--- config.mk ---
export PLATFORM = sky130hd
export DESIGN_NAME = ipv4_ace_field_matcher
export DESIGN_NICKNAME = d
export VERILOG_FILES = /design/src/verilog/ipv4_match_pkg.sv /design/src/verilog/ipv4_ace_field_matcher.sv
export SDC_FILE = /design/constraint.sdc
export NUM_CORES = 1
export LEC_CHECK = 0
export BUFFER_PORTS_ARGS = -buffer_cell sky130_fd_sc_hd__buf_2
export CAP_MARGIN = 20
export CORE_MARGIN = 3
export CORE_UTILIZATION = 33
export DETAILED_ROUTE_END_ITERATION = 16
export SLEW_MARGIN = 20
export SYNTH_ARGS = -nofsm -noshare
export SYNTH_HDL_FRONTEND = slang
export SYNTH_SLANG_ARGS = --single-unit
--- constraint.sdc ---
create_clock -name clk_sys -period 21 [get_ports clk_sys]
set_input_delay 4.2 -clock clk_sys [delete_from_list [all_inputs] [get_ports clk_sys]]
set_output_delay 4.2 -clock clk_sys [all_outputs]
set_load 0.01 [all_outputs]
--- src/verilog/ipv4_match_pkg.sv ---
// Behaviour
// - ipv4 comparisons count only when the entry frame type is ipv4
// - protocol selection any: protocol field is don't-care
// - protocol selection specific: protocol field must equal the 8-bit configured value
// - protocol selection icmp: only icmp frames match, icmp sub-criteria enabled
// - protocol selection udp: only udp frames match, udp port sub-criteria enabled
// - protocol selection tcp: only tcp frames match, tcp port sub-criteria enabled
// - ttl setting zero: frames with ttl above zero never match
// - ttl setting non-zero: ttl above zero may match; any ignores ttl
// - fragment setting no: more-fragments set or nonzero offset never matches
// - fragment setting yes: fragmented frames may match; any ignores both fields
// - option setting no: frames with options present never match
// - option setting yes: frames with options may match; any ignores options
// - source filter any: source address is don't-care
// - source filter host: full 32-bit source address must equal configured one
// - source filter network: source compared only where source mask bits are set
// - destination filter any: destination address is don't-care
// - destination filter host: full destination address must equal configured one
// - destination filter network: compared only where destination mask bits are set
package ipv4_match_pkg;

    // register byte offsets
    localparam logic [4:0] control_offset = 5'h00;
    localparam logic [4:0] source_ip_filter_addr_offset = 5'h04;
    localparam logic [4:0] source_ip_filter_mask_offset = 5'h08;
    localparam logic [4:0] destination_ip_filter_addr_offset = 5'h0c;
    localparam logic [4:0] destination_ip_filter_mask_offset = 5'h10;
    localparam logic [4:0] status_offset = 5'h14;

    // control register fields
    localparam int ctl_ipv4_bit = 0;
    localparam int ctl_proto_lsb = 1;
    localparam int ctl_ttl_lsb = 4;
    localparam int ctl_frag_lsb = 6;
    localparam int ctl_opt_lsb = 8;
    localparam int ctl_src_lsb = 10;
    localparam int ctl_dst_lsb = 12;
    localparam int ctl_value_lsb = 16;
    localparam logic [31:0] control_reset = 32'h0000_0000;
    localparam logic [31:0] addr_reset = 32'h0000_0000;
    localparam logic [31:0] mask_reset = 32'hffff_ffff;

    // status register fields
    localparam int st_hit_bit = 0;
    localparam int st_seen_bit = 1;
    localparam int st_count_lsb = 16;

    // protocol selection codes
    localparam logic [2:0] proto_any = 3'h0;
    localparam logic [2:0] proto_specific = 3'h1;
    localparam logic [2:0] proto_icmp = 3'h2;
    localparam logic [2:0] proto_udp = 3'h3;
    localparam logic [2:0] proto_tcp = 3'h4;

    // tri-state condition codes (ttl, fragment, option)
    localparam logic [1:0] cond_any = 2'h0;
    localparam logic [1:0] cond_no = 2'h1;
    localparam logic [1:0] cond_yes = 2'h2;

    // address filter codes
    localparam logic [1:0] addr_any = 2'h0;
    localparam logic [1:0] addr_host = 2'h1;
    localparam logic [1:0] addr_network = 2'h2;

    // ipv4 protocol numbers
    localparam logic [7:0] ip_proto_icmp = 8'h01;
    localparam logic [7:0] ip_proto_tcp = 8'h06;
    localparam logic [7:0] ip_proto_udp = 8'h11;

    typedef struct packed {
        logic is_ipv4;
        logic [7:0] protocol;
        logic [7:0] ttl;
        logic more_fragments_bit;
        logic [12:0] fragment_position_field;
        logic options_present;
        logic [31:0] src_addr;
        logic [31:0] dst_addr;
    } frame_fields_type;

    typedef struct packed {
        logic icmp_en;
        logic udp_port_en;
        logic tcp_port_en;
    } sub_enable_type;

endpackage

--- src/verilog/ipv4_ace_field_matcher.sv ---
`timescale 1ns/100ps
module ipv4_ace_field_matcher
    import ipv4_match_pkg::*;
(
    // clock and reset
    input wire logic clk_sys,
    input wire logic reset,
    // avalon-mm slave
    input wire logic [4:0] avs_address,
    input wire logic avs_read,
    input wire logic avs_write,
    input wire logic [31:0] avs_writedata,
    output logic [31:0] avs_readdata,
    output logic avs_waitrequest,
    // parsed frame from ingress parser
    input wire logic frame_valid,
    input wire frame_fields_type frame_fields,
    // match result
    output logic hit_valid_q,
    output logic hit_q,
    output sub_enable_type sub_enable_q
);

    logic [31:0] control_q;
    logic [31:0] src_addr_q;
    logic [31:0] src_mask_q;
    logic [31:0] dst_addr_q;
    logic [31:0] dst_mask_q;
    logic ack_q;
    logic [31:0] readdata_q;
    logic [15:0] hit_count_q;
    logic seen_q;

    logic entry_ipv4;
    logic [2:0] proto_sel;
    logic [1:0] ttl_sel;
    logic [1:0] frag_sel;
    logic [1:0] opt_sel;
    logic [1:0] src_sel;
    logic [1:0] dst_sel;
    logic [7:0] proto_value;

    assign entry_ipv4 = control_q[ctl_ipv4_bit];
    assign proto_sel = control_q[ctl_proto_lsb +: 3];
    assign ttl_sel = control_q[ctl_ttl_lsb +: 2];
    assign frag_sel = control_q[ctl_frag_lsb +: 2];
    assign opt_sel = control_q[ctl_opt_lsb +: 2];
    assign src_sel = control_q[ctl_src_lsb +: 2];
    assign dst_sel = control_q[ctl_dst_lsb +: 2];
    assign proto_value = control_q[ctl_value_lsb +: 8];

    // bus: every access takes exactly one wait cycle
    logic request;
    logic write_taken;
    assign request = avs_read | avs_write;
    assign avs_waitrequest = ~ack_q;
    assign write_taken = avs_write & ack_q;
    assign avs_readdata = readdata_q;

    always_ff @(posedge clk_sys or posedge reset) begin
        if (reset) begin
            ack_q <= 1'b0;
        end else begin
            ack_q <= request & ~ack_q;
        end
    end

    always_ff @(posedge clk_sys or posedge reset) begin
        if (reset) begin
            readdata_q <= 32'h0000_0000;
        end else if (avs_read & ~ack_q) begin
            if (avs_address == control_offset) begin
                readdata_q <= control_q;
            end else if (avs_address == source_ip_filter_addr_offset) begin
                readdata_q <= src_addr_q;
            end else if (avs_address == source_ip_filter_mask_offset) begin
                readdata_q <= src_mask_q;
            end else if (avs_address == destination_ip_filter_addr_offset) begin
                readdata_q <= dst_addr_q;
            end else if (avs_address == destination_ip_filter_mask_offset) begin
                readdata_q <= dst_mask_q;
            end else if (avs_address == status_offset) begin
                readdata_q <= {hit_count_q, 14'h0000, seen_q, hit_q};
            end else begin
                readdata_q <= 32'h0000_0000;
            end
        end
    end

    // unused control bits are kept zero so they read back as zero
    localparam logic [31:0] control_used = 32'h00ff_3fff;

    always_ff @(posedge clk_sys or posedge reset) begin
        if (reset) begin
            control_q <= control_reset;
            src_addr_q <= addr_reset;
            src_mask_q <= mask_reset;
            dst_addr_q <= addr_reset;
            dst_mask_q <= mask_reset;
        end else if (write_taken) begin
            if (avs_address == control_offset) begin
                control_q <= avs_writedata & control_used;
            end else if (avs_address == source_ip_filter_addr_offset) begin
                src_addr_q <= avs_writedata;
            end else if (avs_address == source_ip_filter_mask_offset) begin
                src_mask_q <= avs_writedata;
            end else if (avs_address == destination_ip_filter_addr_offset) begin
                dst_addr_q <= avs_writedata;
            end else if (avs_address == destination_ip_filter_mask_offset) begin
                dst_mask_q <= avs_writedata;
            end
        end
    end

    // criteria
    logic proto_ok;
    logic ttl_ok;
    logic frag_ok;
    logic opt_ok;
    logic src_ok;
    logic dst_ok;
    logic frag_present;
    logic ttl_above_zero;
    logic ipv4_part_hit;

    assign frag_present = frame_fields.more_fragments_bit | (frame_fields.fragment_position_field != 13'h0000);
    assign ttl_above_zero = frame_fields.ttl != 8'h00;

    always_comb begin
        case (proto_sel)
            proto_any: proto_ok = 1'b1;
            proto_specific: proto_ok = frame_fields.protocol == proto_value;
            proto_icmp: proto_ok = frame_fields.protocol == ip_proto_icmp;
            proto_udp: proto_ok = frame_fields.protocol == ip_proto_udp;
            proto_tcp: proto_ok = frame_fields.protocol == ip_proto_tcp;
            default: proto_ok = 1'b0;
        endcase
    end

    // non-zero setting also excludes ttl of zero: the mirror of the zero case
    always_comb begin
        case (ttl_sel)
            cond_no: ttl_ok = ~ttl_above_zero;
            cond_yes: ttl_ok = ttl_above_zero;
            default: ttl_ok = 1'b1;
        endcase
    end

    always_comb begin
        case (frag_sel)
            cond_no: frag_ok = ~frag_present;
            cond_yes: frag_ok = frag_present;
            default: frag_ok = 1'b1;
        endcase
    end

    always_comb begin
        case (opt_sel)
            cond_no: opt_ok = ~frame_fields.options_present;
            cond_yes: opt_ok = frame_fields.options_present;
            default: opt_ok = 1'b1;
        endcase
    end

    always_comb begin
        case (src_sel)
            addr_any: src_ok = 1'b1;
            addr_host: src_ok = frame_fields.src_addr == src_addr_q;
            addr_network: src_ok = ((frame_fields.src_addr ^ src_addr_q) & src_mask_q) == 32'h0000_0000;
            default: src_ok = 1'b0;
        endcase
    end

    always_comb begin
        case (dst_sel)
            addr_any: dst_ok = 1'b1;
            addr_host: dst_ok = frame_fields.dst_addr == dst_addr_q;
            addr_network: dst_ok = ((frame_fields.dst_addr ^ dst_addr_q) & dst_mask_q) == 32'h0000_0000;
            default: dst_ok = 1'b0;
        endcase
    end

    // entry not of ipv4 type: this part does not veto the entry
    always_comb begin
        if (!entry_ipv4) begin
            ipv4_part_hit = 1'b1;
        end else begin
            ipv4_part_hit = frame_fields.is_ipv4 & proto_ok & ttl_ok & frag_ok & opt_ok & src_ok & dst_ok;
        end
    end

    always_ff @(posedge clk_sys or posedge reset) begin
        if (reset) begin
            hit_valid_q <= 1'b0;
            hit_q <= 1'b0;
        end else begin
            hit_valid_q <= frame_valid;
            if (frame_valid) begin
                hit_q <= ipv4_part_hit;
            end
        end
    end

    always_ff @(posedge clk_sys or posedge reset) begin
        if (reset) begin
            seen_q <= 1'b0;
            hit_count_q <= 16'h0000;
        end else if (frame_valid) begin
            seen_q <= 1'b1;
            // saturate rather than wrap so a busy port never looks idle
            if (ipv4_part_hit && hit_count_q != 16'hffff) begin
                hit_count_q <= hit_count_q + 16'h0001;
            end
        end
    end

    always_ff @(posedge clk_sys or posedge reset) begin
        if (reset) begin
            sub_enable_q <= '0;
        end else begin
            sub_enable_q.icmp_en <= entry_ipv4 & (proto_sel == proto_icmp);
            sub_enable_q.udp_port_en <= entry_ipv4 & (proto_sel == proto_udp);
            sub_enable_q.tcp_port_en <= entry_ipv4 & (proto_sel == proto_tcp);
        end
    end

endmodule // ipv4_ace_field_matcher

=== Word-level counts from Yosys, hierarchy flattened ===
Index checks and enable logic that the tools add are counted.

* Add/subtract/negate cells: 1
* Equal/unequal tests: 26
* Mux-type cells: 13
* Bitwise logic cells: 26
* Reduce and logical (&&, ||, !) cells: 15

{| class="wikitable"
|+ Operators with widths
! cell !! count
|-
| 32-bit two-way mux || 6
|-
| 32-bit AND || 2
|-
| 32-bit == test || 2
|-
| 32-bit zero test || 2
|-
| 32-bit bitwise XOR || 2
|-
| 16-bit by 1-bit adder with 16-bit output, second input constant || 1
|-
| 16-bit != test, second input constant || 1
|-
| 13-bit nonzero test || 1
|-
| 1-bit AND || 12
|-
| 2-bit by 1-bit == test with 1-bit output, second input constant || 5
|-
| 2-bit == test, second input constant || 5
|-
| 5-bit by 4-bit == test with 1-bit output, second input constant || 2
|-
| 5-bit == test, second input constant || 2
|-
| 8-bit by 1-bit == test with 1-bit output, second input constant || 1
|-
| 8-bit by 3-bit == test with 1-bit output, second input constant || 1
|-
| 8-bit by 5-bit == test with 1-bit output, second input constant || 1
|-
| 8-bit == test || 1
|-
| 1-bit NOT || 8
|-
| 8-bit nonzero test || 1
|-
| 3-bit by 2-bit == test with 1-bit output, second input constant || 2
|-
| 1-bit case mux with 2 select lines || 3
|-
| 1-bit case mux with 3 select lines || 2
|-
| 6-bit AND reduction || 1
|-
| 5-bit by 3-bit == test with 1-bit output, second input constant || 1
|-
| 13 further kinds || 16
|}

* Register bits after elaboration: 205
* Output and inout bits: 38
* Logic and storage cells: 95

=== Longest topological paths before layout ===
Gate-level depths: netlist of run 1.

* Depth in word-level cells: 11
* Mapped depth: 11
* Mapped depth without buffers: 9

=== Worst setup path after synthesis of run 1 ===
No wires, ideal clock.

* Path kind: in2reg
* Start point: input port frame_fields[23] (netlist bit)
* End point: register hit_count_q[1]
* Arrival time: 6.093 ns
* Setup slack: 14.783 ns
* Stages: 9
* Path buffers: 0
* Path through: xor2_1 a22o_1 a221oi_2 nand4_1 nor3_1 a21oi_1 o41a_1 nor2_1 mux2_2

* Word-level cells in the longest chain between the ends: 8
* Elaborated cells on any way between the ends: 9
* Classes of those cells: 1 x eq/ne; 2 x mux; 3 x bitwise; 3 x reduce/logical

{| class="wikitable"
|+ RTL lines
! what !! line !! text
|-
| from (decl) || ipv4_ace_field_matcher.sv:17 || <nowiki>input wire frame_fields_type frame_fields,</nowiki>
|-
| 32-bit bitwise XOR || ipv4_ace_field_matcher.sv:178 || <nowiki>addr_network: dst_ok = ((frame_fields.dst_addr ^ dst_addr_q) & dst_mask_q) == 32'h0000_0000;</nowiki>
|-
| 32-bit AND || ipv4_ace_field_matcher.sv:178 ||
|-
| 32-bit zero test || ipv4_ace_field_matcher.sv:178 ||
|-
| 1-bit case mux with 3 select lines * || ipv4_ace_field_matcher.sv:175 || <nowiki>case (dst_sel)</nowiki>
|-
| 1-bit AND * || ipv4_ace_field_matcher.sv:188 || <nowiki>ipv4_part_hit = frame_fields.is_ipv4 & proto_ok & ttl_ok & frag_ok & opt_ok & src_ok & dst_ok;</nowiki>
|-
| 1-bit two-way mux * || ipv4_ace_field_matcher.sv:185 || <nowiki>if (!entry_ipv4) begin</nowiki>
|-
| 1-bit logical AND * || ipv4_ace_field_matcher.sv:211 || <nowiki>if (ipv4_part_hit && hit_count_q != 16'hffff) begin</nowiki>
|-
| 2-bit AND reduction (no line) * || -- ||
|-
| to (signal assigned) || ipv4_ace_field_matcher.sv:212 || <nowiki>hit_count_q <= hit_count_q + 16'h0001;</nowiki>
|-
| to (decl) || ipv4_ace_field_matcher.sv:31 || <nowiki>logic [15:0] hit_count_q;</nowiki>
|}

Mark *: on every way between the ends. The rest lies on a longest branch, timed or not.
A chain may end at the register's enable or synchronous reset.

=== Worst setup path after layout of run 1 ===
Ends and elaborated chain as after synthesis.

==> impl_results.md, run 1 <==
* Final Max Slew Viols at 0
* WL/cell at 23.9 um
* Max frequency at 0.154 GHz
* CP Capture Type: register
* Clock Tree Buf Depth at 3
* Via count at 8274
* Tot Pwr at 1.15 mW
* Cells after synthesis at 903
* Nets@finish at 1211
* First-pass GRT wire length at 52200 um
* Cell area after synthesis at 10400 sq um
* Measured slew at the worst slew-check pin at 987 ps
* Via/cell ratio at 5.60
* Top cells by area, synth: dfrtp_1 (34%), dfstp_2 (16%), mux2_2 (15%)
* FF/Latch Area at 5210 sq um
* Syn_area_per_cell at 11.5 sq um
* Hold WS at 472 ps
* Number of max-cap violations at 0
* Largest net degree at the start of global routing at 87
* Origin of the critical flop-to-flop path: control_q[3]
* Hold Crit Start: avs_readdata[27]
* Reg2reg end: hit_count_q[1]
* Share of cells above drive strength 1 at 0.428
* DR DRC count at 0
* Worst min path class: reg -> reg
* Fin crit period at 6480 ps
* Compound-cell area share of the yosys netlist at 0.148
* CTS tree: done
* PortBufs at 175
* Clk_lat worst skew at 510 ps
* Worst VDD drop at 0.0435 mV
* Final setup viols at 0
* Layout Skew at 9.89 ps
* Hpwl dp at 25500 um
* Largest area contributor in the netlist: dfrtp_1
* Most frequent cells in the layout: buf_2 (175), mux2_2 (142), dfrtp_1 (141), xor2_1 (79), nand2_1 (66)
* R2R Setup Slk at 17770 ps
* Crit share post-route at 0.309
* H-tree levels at 1
* CTS Root Cell: clkbuf_16
* Core area at 30800 sq um
* Post-cts resize count at 0
* Die Wd at 184 um
* Drt pass-1 iters at 5
* Lkg Pwr at 5.79 nW
* 1st-iter DRT viols at 702
* Fin Setup TNS at 0 ps
* PwrDens at 92.0 nW/um^2
* IO Count at 176
* Layout Utilization at 0.405
* # diodes at 0
* Xor/xnor cell area share of the yosys netlist at 0.0724
* GR Util All Layers at 0.204
* Synth Flop Type: dfrtp_1
* Num CTS Buffers at 23
* Seq/Total Area, Yosys at 0.501
* Yosys warns at 0
* Area share of the largest cell type after synthesis at 0.339
* Asr flop ratio synth at 1.00
* Die Ht at 184 um
* Slack of the critical path at 14520 ps
* CP required at 21390 ps
* Worst rel slew slack at 0.341
* Cell depth of the worst hold path at 1
* Depth of the most critical reg-to-reg path at 8
* Post-DP Area at 11700 sq um
* # clock sinks at 205
* Post-CTS Hold Buffers at 0
* Adder-cell share of the synthesized area at 0.00842
* Critical path class: in -> reg
* Core Rows at 64
* Unique masters post-synth at 49
* Multi-input logic area at 4960 sq um
* Post-synthesis mux area share at 0.154
* Syn nets at 1048
* Hold path endpoint: avs_readdata[27]
* Post-Route WL at 35300 um
* Placement Setup Slack at 14080 ps
* Clock transition at path regs at 60 ps
* Post-CTS setup buffer count at 0
* Starting Density at 0.338
* Antenna violations before repair at 0
* Final instance area at 12500 sq um
* Final hold violation count at 0
* RSZ-0062 raised after global routing: false
* Largest family of logic cells by synthesized area: multiplexers
* Fill count at 3012
* Post-route ant nets at 0
* GRT Residual Overflow at 0
* Placer congestion estimate at 0.899
* Critical Path AT at 6870 ps
* Status: completed
* Die area at 33700 sq um
* Vias in the first global route at 8274
* Non-Filler Instances at 1478
* Post-Synth Simple-Gate Area at 0.0927
* Number of synthesized flops with an enable pin at 0
* Commonest non-fill, non-tap cell in the layout: buf_2
* Area Growth Syn to Fin at 20.1%
* CP startpoint kind: primary input
* Synthesized flop and latch total at 205
* Cells after DPL at 1437
* Crit-path max FO at 16
-- metal layers --
| metal | GRT usage | up-vias | wire length, um |
|---|---|---|---|
| li1 | - | 3695 | - |
| met1 | 0.283 | 4220 | 15700 |
| met4 | 0.0548 | 0 | 918 |
| met5 | 0 | - | 0 |
| met3 | 0.0291 | 45 | 2070 |
| met2 | 0.334 | 314 | 16600 |
-- critical path, cell delays in order --
cell and delay, ps:
buf_2 110, xor2_1 200, a22o_1 300, a221oi_2 220, nand4_1 130, nor3_1 200
a21oi_1 90, o41a_1 740, nor2_1 300, mux2_2 360
-- cells by family after synthesis --
family | count (synthesis)
XOR/XNOR | 86
flip-flops | 205
AND/OR/NAND/NOR | 189
adder cells (fa/ha/maj) | 7
buffers and inverters | 65
multiplexers | 142
AO/OA/AOI/OAI | 209
-- synthesized netlist by cell type, types with 5 or more instances --
| library cell | count |
|---|---|
| mux2_2 | 142 |
| xnor2_1 | 7 |
| a221oi_2 | 5 |
| dfstp_2 | 64 |
| xor2_1 | 79 |
| a211oi_1 | 32 |
| a221oi_1 | 22 |
| a22oi_1 | 29 |
| ha_1 | 7 |
| nand3_1 | 18 |
| a21oi_1 | 19 |
| a22o_1 | 18 |
| nor3_1 | 10 |
| o21ai_0 | 40 |
| nor3_2 | 8 |
| o41ai_1 | 10 |
| nand2_1 | 67 |
| nand2b_1 | 5 |
| nand4_1 | 14 |
| nor2_1 | 28 |
| a21o_1 | 21 |
| dfrtp_1 | 141 |
| nor4_1 | 24 |
| clkbuf_1 | 44 |
| inv_1 | 14 |
-- state kept, by name, indices dropped and copies added (netlist names) --
signal and cells:
ack_q 1, avs_readdata 32, control_q 22, dst_addr_q 32
dst_mask_q 32, hit_count_q 16, hit_q 1, hit_valid_q 1
seen_q 1, src_addr_q 32, src_mask_q 32, sub_enable_q 3
-- cell type report --
cell class | instances | share of cell area
Tap cell | 396 | 0.0396
Inverter | 15 | 0.00511
Clock inverter | 7 | 0.00701
Sequential cell | 205 | 0.417
Timing Repair Buffer | 188 | 0.0779
Multi-Input combinational cell | 633 | 0.397
Clock buffer | 34 | 0.0566
-- worst max path at each step --
stage,from,endpoint,slack [ps],cells past startpoint
floorplan,reset,ack_q,11310,1
global placement,frame_fields[90],hit_count_q[1],14130,9
detailed placement,frame_fields[23],hit_count_q[1],14080,10
CTS,frame_fields[23],hit_count_q[1],14580,10
global route,frame_fields[23],hit_count_q[1],14420,10
finish,frame_fields[23],hit_count_q[1],14520,10
-- power by group --
group / leakage [nW] / internal [mW] / switching [mW]
logic: 2.89 / 0.0889 / 0.119
clock network: 0.395 / 0.256 / 0.165
registers: 2.50 / 0.464 / 0.0568
total: 5.79 / 0.809 / 0.341
No activity file was read; power rests on OpenSTA's default activity.
==> run 2, diff against run 1 <==
--- a/config.mk
+++ b/config.mk
@@ -5,6 +5,7 @@
 export SDC_FILE = /design/constraint.sdc
 export NUM_CORES = 1
 export LEC_CHECK = 0
+export ABC_AREA = 1
 export BUFFER_PORTS_ARGS = -buffer_cell sky130_fd_sc_hd__buf_2
 export CAP_MARGIN = 20
 export CORE_MARGIN = 3
==> constraint.sdc (replaced) <==
create_clock -name clk_sys -period 5.2 [get_ports clk_sys]
set_input_delay 1.04 -clock clk_sys [delete_from_list [all_inputs] [get_ports clk_sys]]
set_output_delay 1.04 -clock clk_sys [all_outputs]
set_load 0.01 [all_outputs]
==> run 2 against run 1 <==
  * First-iteration DRC count is 23% higher
  * Combinational power grew to 3.9 times the previous value
  * Critical path depth stayed put
  * Setup slack worse by 12000 ps
  * Global-route usage is 0.23 points lower
  * Power grew to 4.0 times the previous value
  * Design area is 5.1% higher
  * Critical path type unchanged
==> impl_results.md, run 2 <==
* Crit share post-route at 0.593
* Critical path class: in -> reg
* CP Capture Type: register
* Core area at 32700 sq um
* Clock transition at path regs at 60 ps
* Clk_lat worst skew at 510 ps
* Most frequent cells in the layout: nand2_1 (457), o21ai_0 (215), buf_2 (175), dfrtp_1 (141), inv_1 (121)
* Largest area contributor in the netlist: dfrtp_1
* Via count at 9949
* Post-route ant nets at 0
* First-pass GRT wire length at 55800 um
* FF/Latch Area at 5210 sq um
* Clock Tree Buf Depth at 3
* Worst rel slew slack at 0.360
* Post-CTS Hold Buffers at 0
* Asr flop ratio synth at 1.00
* IO Count at 176
* Number of synthesized flops with an enable pin at 0
* Final instance area at 13100 sq um
* Final hold violation count at 0
* Share of cells above drive strength 1 at 0.194
* PortBufs at 175
* Fin Setup TNS at 0 ps
* WL/cell at 18.0 um
* Lkg Pwr at 6.24 nW
* Num CTS Buffers at 24
* Top cells by area, synth: dfrtp_1 (32%), nand2_1 (16%), dfstp_2 (15%)
* GRT Residual Overflow at 0
* Multi-input logic area at 5110 sq um
* CTS tree: done
* Status: completed
* 1st-iter DRT viols at 860
* Placer congestion estimate at 0.904
* Seq/Total Area, Yosys at 0.474
* Area share of the largest cell type after synthesis at 0.321
* Final setup viols at 0
* # diodes at 0
* Fill count at 3406
* Commonest non-fill, non-tap cell in the layout: nand2_1
* Syn_area_per_cell at 7.86 sq um
* PwrDens at 348 nW/um^2
* Drt pass-1 iters at 5
* Cell area after synthesis at 11000 sq um
* Cells after synthesis at 1399
* CTS Root Cell: clkbuf_16
* # clock sinks at 205
* Starting Density at 0.336
* Die Ht at 189 um
* Layout Skew at 6.63 ps
* Crit-path max FO at 64
* Synth Flop Type: dfrtp_1
* CP required at 5570 ps
* Worst VDD drop at 0.226 mV
* Max frequency at 0.324 GHz
* Post-synth top cells: nand2_1 (459), o21ai_0 (215), dfrtp_1 (141)
* Core Rows at 66
* Critical Path AT at 3450 ps
* Hpwl dp at 27400 um
* Largest net degree at the start of global routing at 166
* GR Util All Layers at 0.201
* Syn nets at 1544
* Post-Route WL at 36400 um
* Vias in the first global route at 9600
* H-tree levels at 1
* Die area at 35500 sq um
* Post-CTS setup buffer count at 0
* Antenna violations before repair at 0
* Post-cts resize count at 0
* Most common cell in the netlist: nand2_1
* RSZ-0062 raised after global routing: false
* Yosys warns at 0
* Measured slew at the worst slew-check pin at 960 ps
* Post-DP Area at 12300 sq um
* Placement Setup Slack at 1280 ps
* Number of max-cap violations at 0
* Via/cell ratio at 4.93
* Nets@finish at 1703
* Unique masters post-synth at 43
* Synthesized flop and latch total at 205
* Die Wd at 189 um
* Worst min path class: reg -> reg
* Fin crit period at 3080 ps
* DR DRC count at 0
* Final Max Slew Viols at 0
* Slack of the critical path at 2120 ps
* R2R Setup Slk at 2690 ps
* CP startpoint kind: primary input
* Area Growth Syn to Fin at 19.4%
==> run 2: changes by cell type in the layout (fill, tap and decap cells not counted), sizes merged, moves of 30 or more <==
cell and change:
a211oi -30, xor2 -33, nand2 +395, mux2 -142, xnor2 +52, nor2 +49
inv +108, o21ai +175
==> run 2: final timing paths <==
kind | end | start | depth (start not counted)
max in group asynchronous | dst_addr_q[26] | reset | 3
setup reg to reg | hit_count_q[8] | control_q[1] | 14
setup / recovery | src_addr_q[13] | avs_address[1] | 10
min in group asynchronous | dst_addr_q[9] | reset | 3
hold reg to reg | seen_q | seen_q | 1
hold / removal | seen_q | seen_q | 1
==> run 2: power breakdown <==
part           internal (mW)  switching [mW]
clock network           1.05           0.675
logic                  0.317           0.492
registers               1.84           0.196
total                   3.21            1.36
==> run 2: per-layer routing <==
| metal | up-vias | global-route usage | wire length (um) |
|---|---|---|---|
| met1 | 4691 | 0.280 | 16200 |
| li1 | 4841 | - | - |
| met2 | 351 | 0.326 | 16700 |
| met5 | - | 0 | 0 |
| met4 | 0 | 0.0656 | 1360 |
| met3 | 66 | 0.0262 | 2200 |
==> run 2: worst max-delay path, stage by stage <==
cell	delay, ps
buf_2	90
nor2_1	280
nand2_1	90
nor2_1	260
nand2_1	520
inv_1	160
buf_4	300
nand2_4	400
nand2_1	190
o21ai_0	100
==> run 2: cell type report <==
class                   instances  share of cell area
clock buffers                  39              0.0554
clock inverters                 5             0.00572
inverters                     125              0.0360
multi-input cells            1014               0.389
flip-flops and latches        205               0.397
well taps                     442              0.0421
repair buffers                188              0.0751
==> run 2: per-stage QoR <==
step                      utilization  hold WS [ps]  power, mW  std cells
after floorplan                     -           440       2.54       1399
after global placement          0.377           453       2.84       1974
after detailed placement        0.377           454       2.86       1974
after CTS                       0.401           469       4.60       2018
after global routing            0.402           494       4.80       2018
final                           0.402           470       4.57       2018
==> run 2: kinds of logic (layout without fill, tap and decap cells) <==
logic type | after synthesis | count (layout) | synth area share
adders and majority gates | 7 | 7 | 0.00796
AOI/OAI and AO/OA | 277 | 277 | 0.139
xor gates and xnor gates | 105 | 105 | 0.0836
buffers and inverters | 180 | 357 | 0.0637
DFF | 205 | 205 | 0.474
and+or+nand+nor | 625 | 625 | 0.232
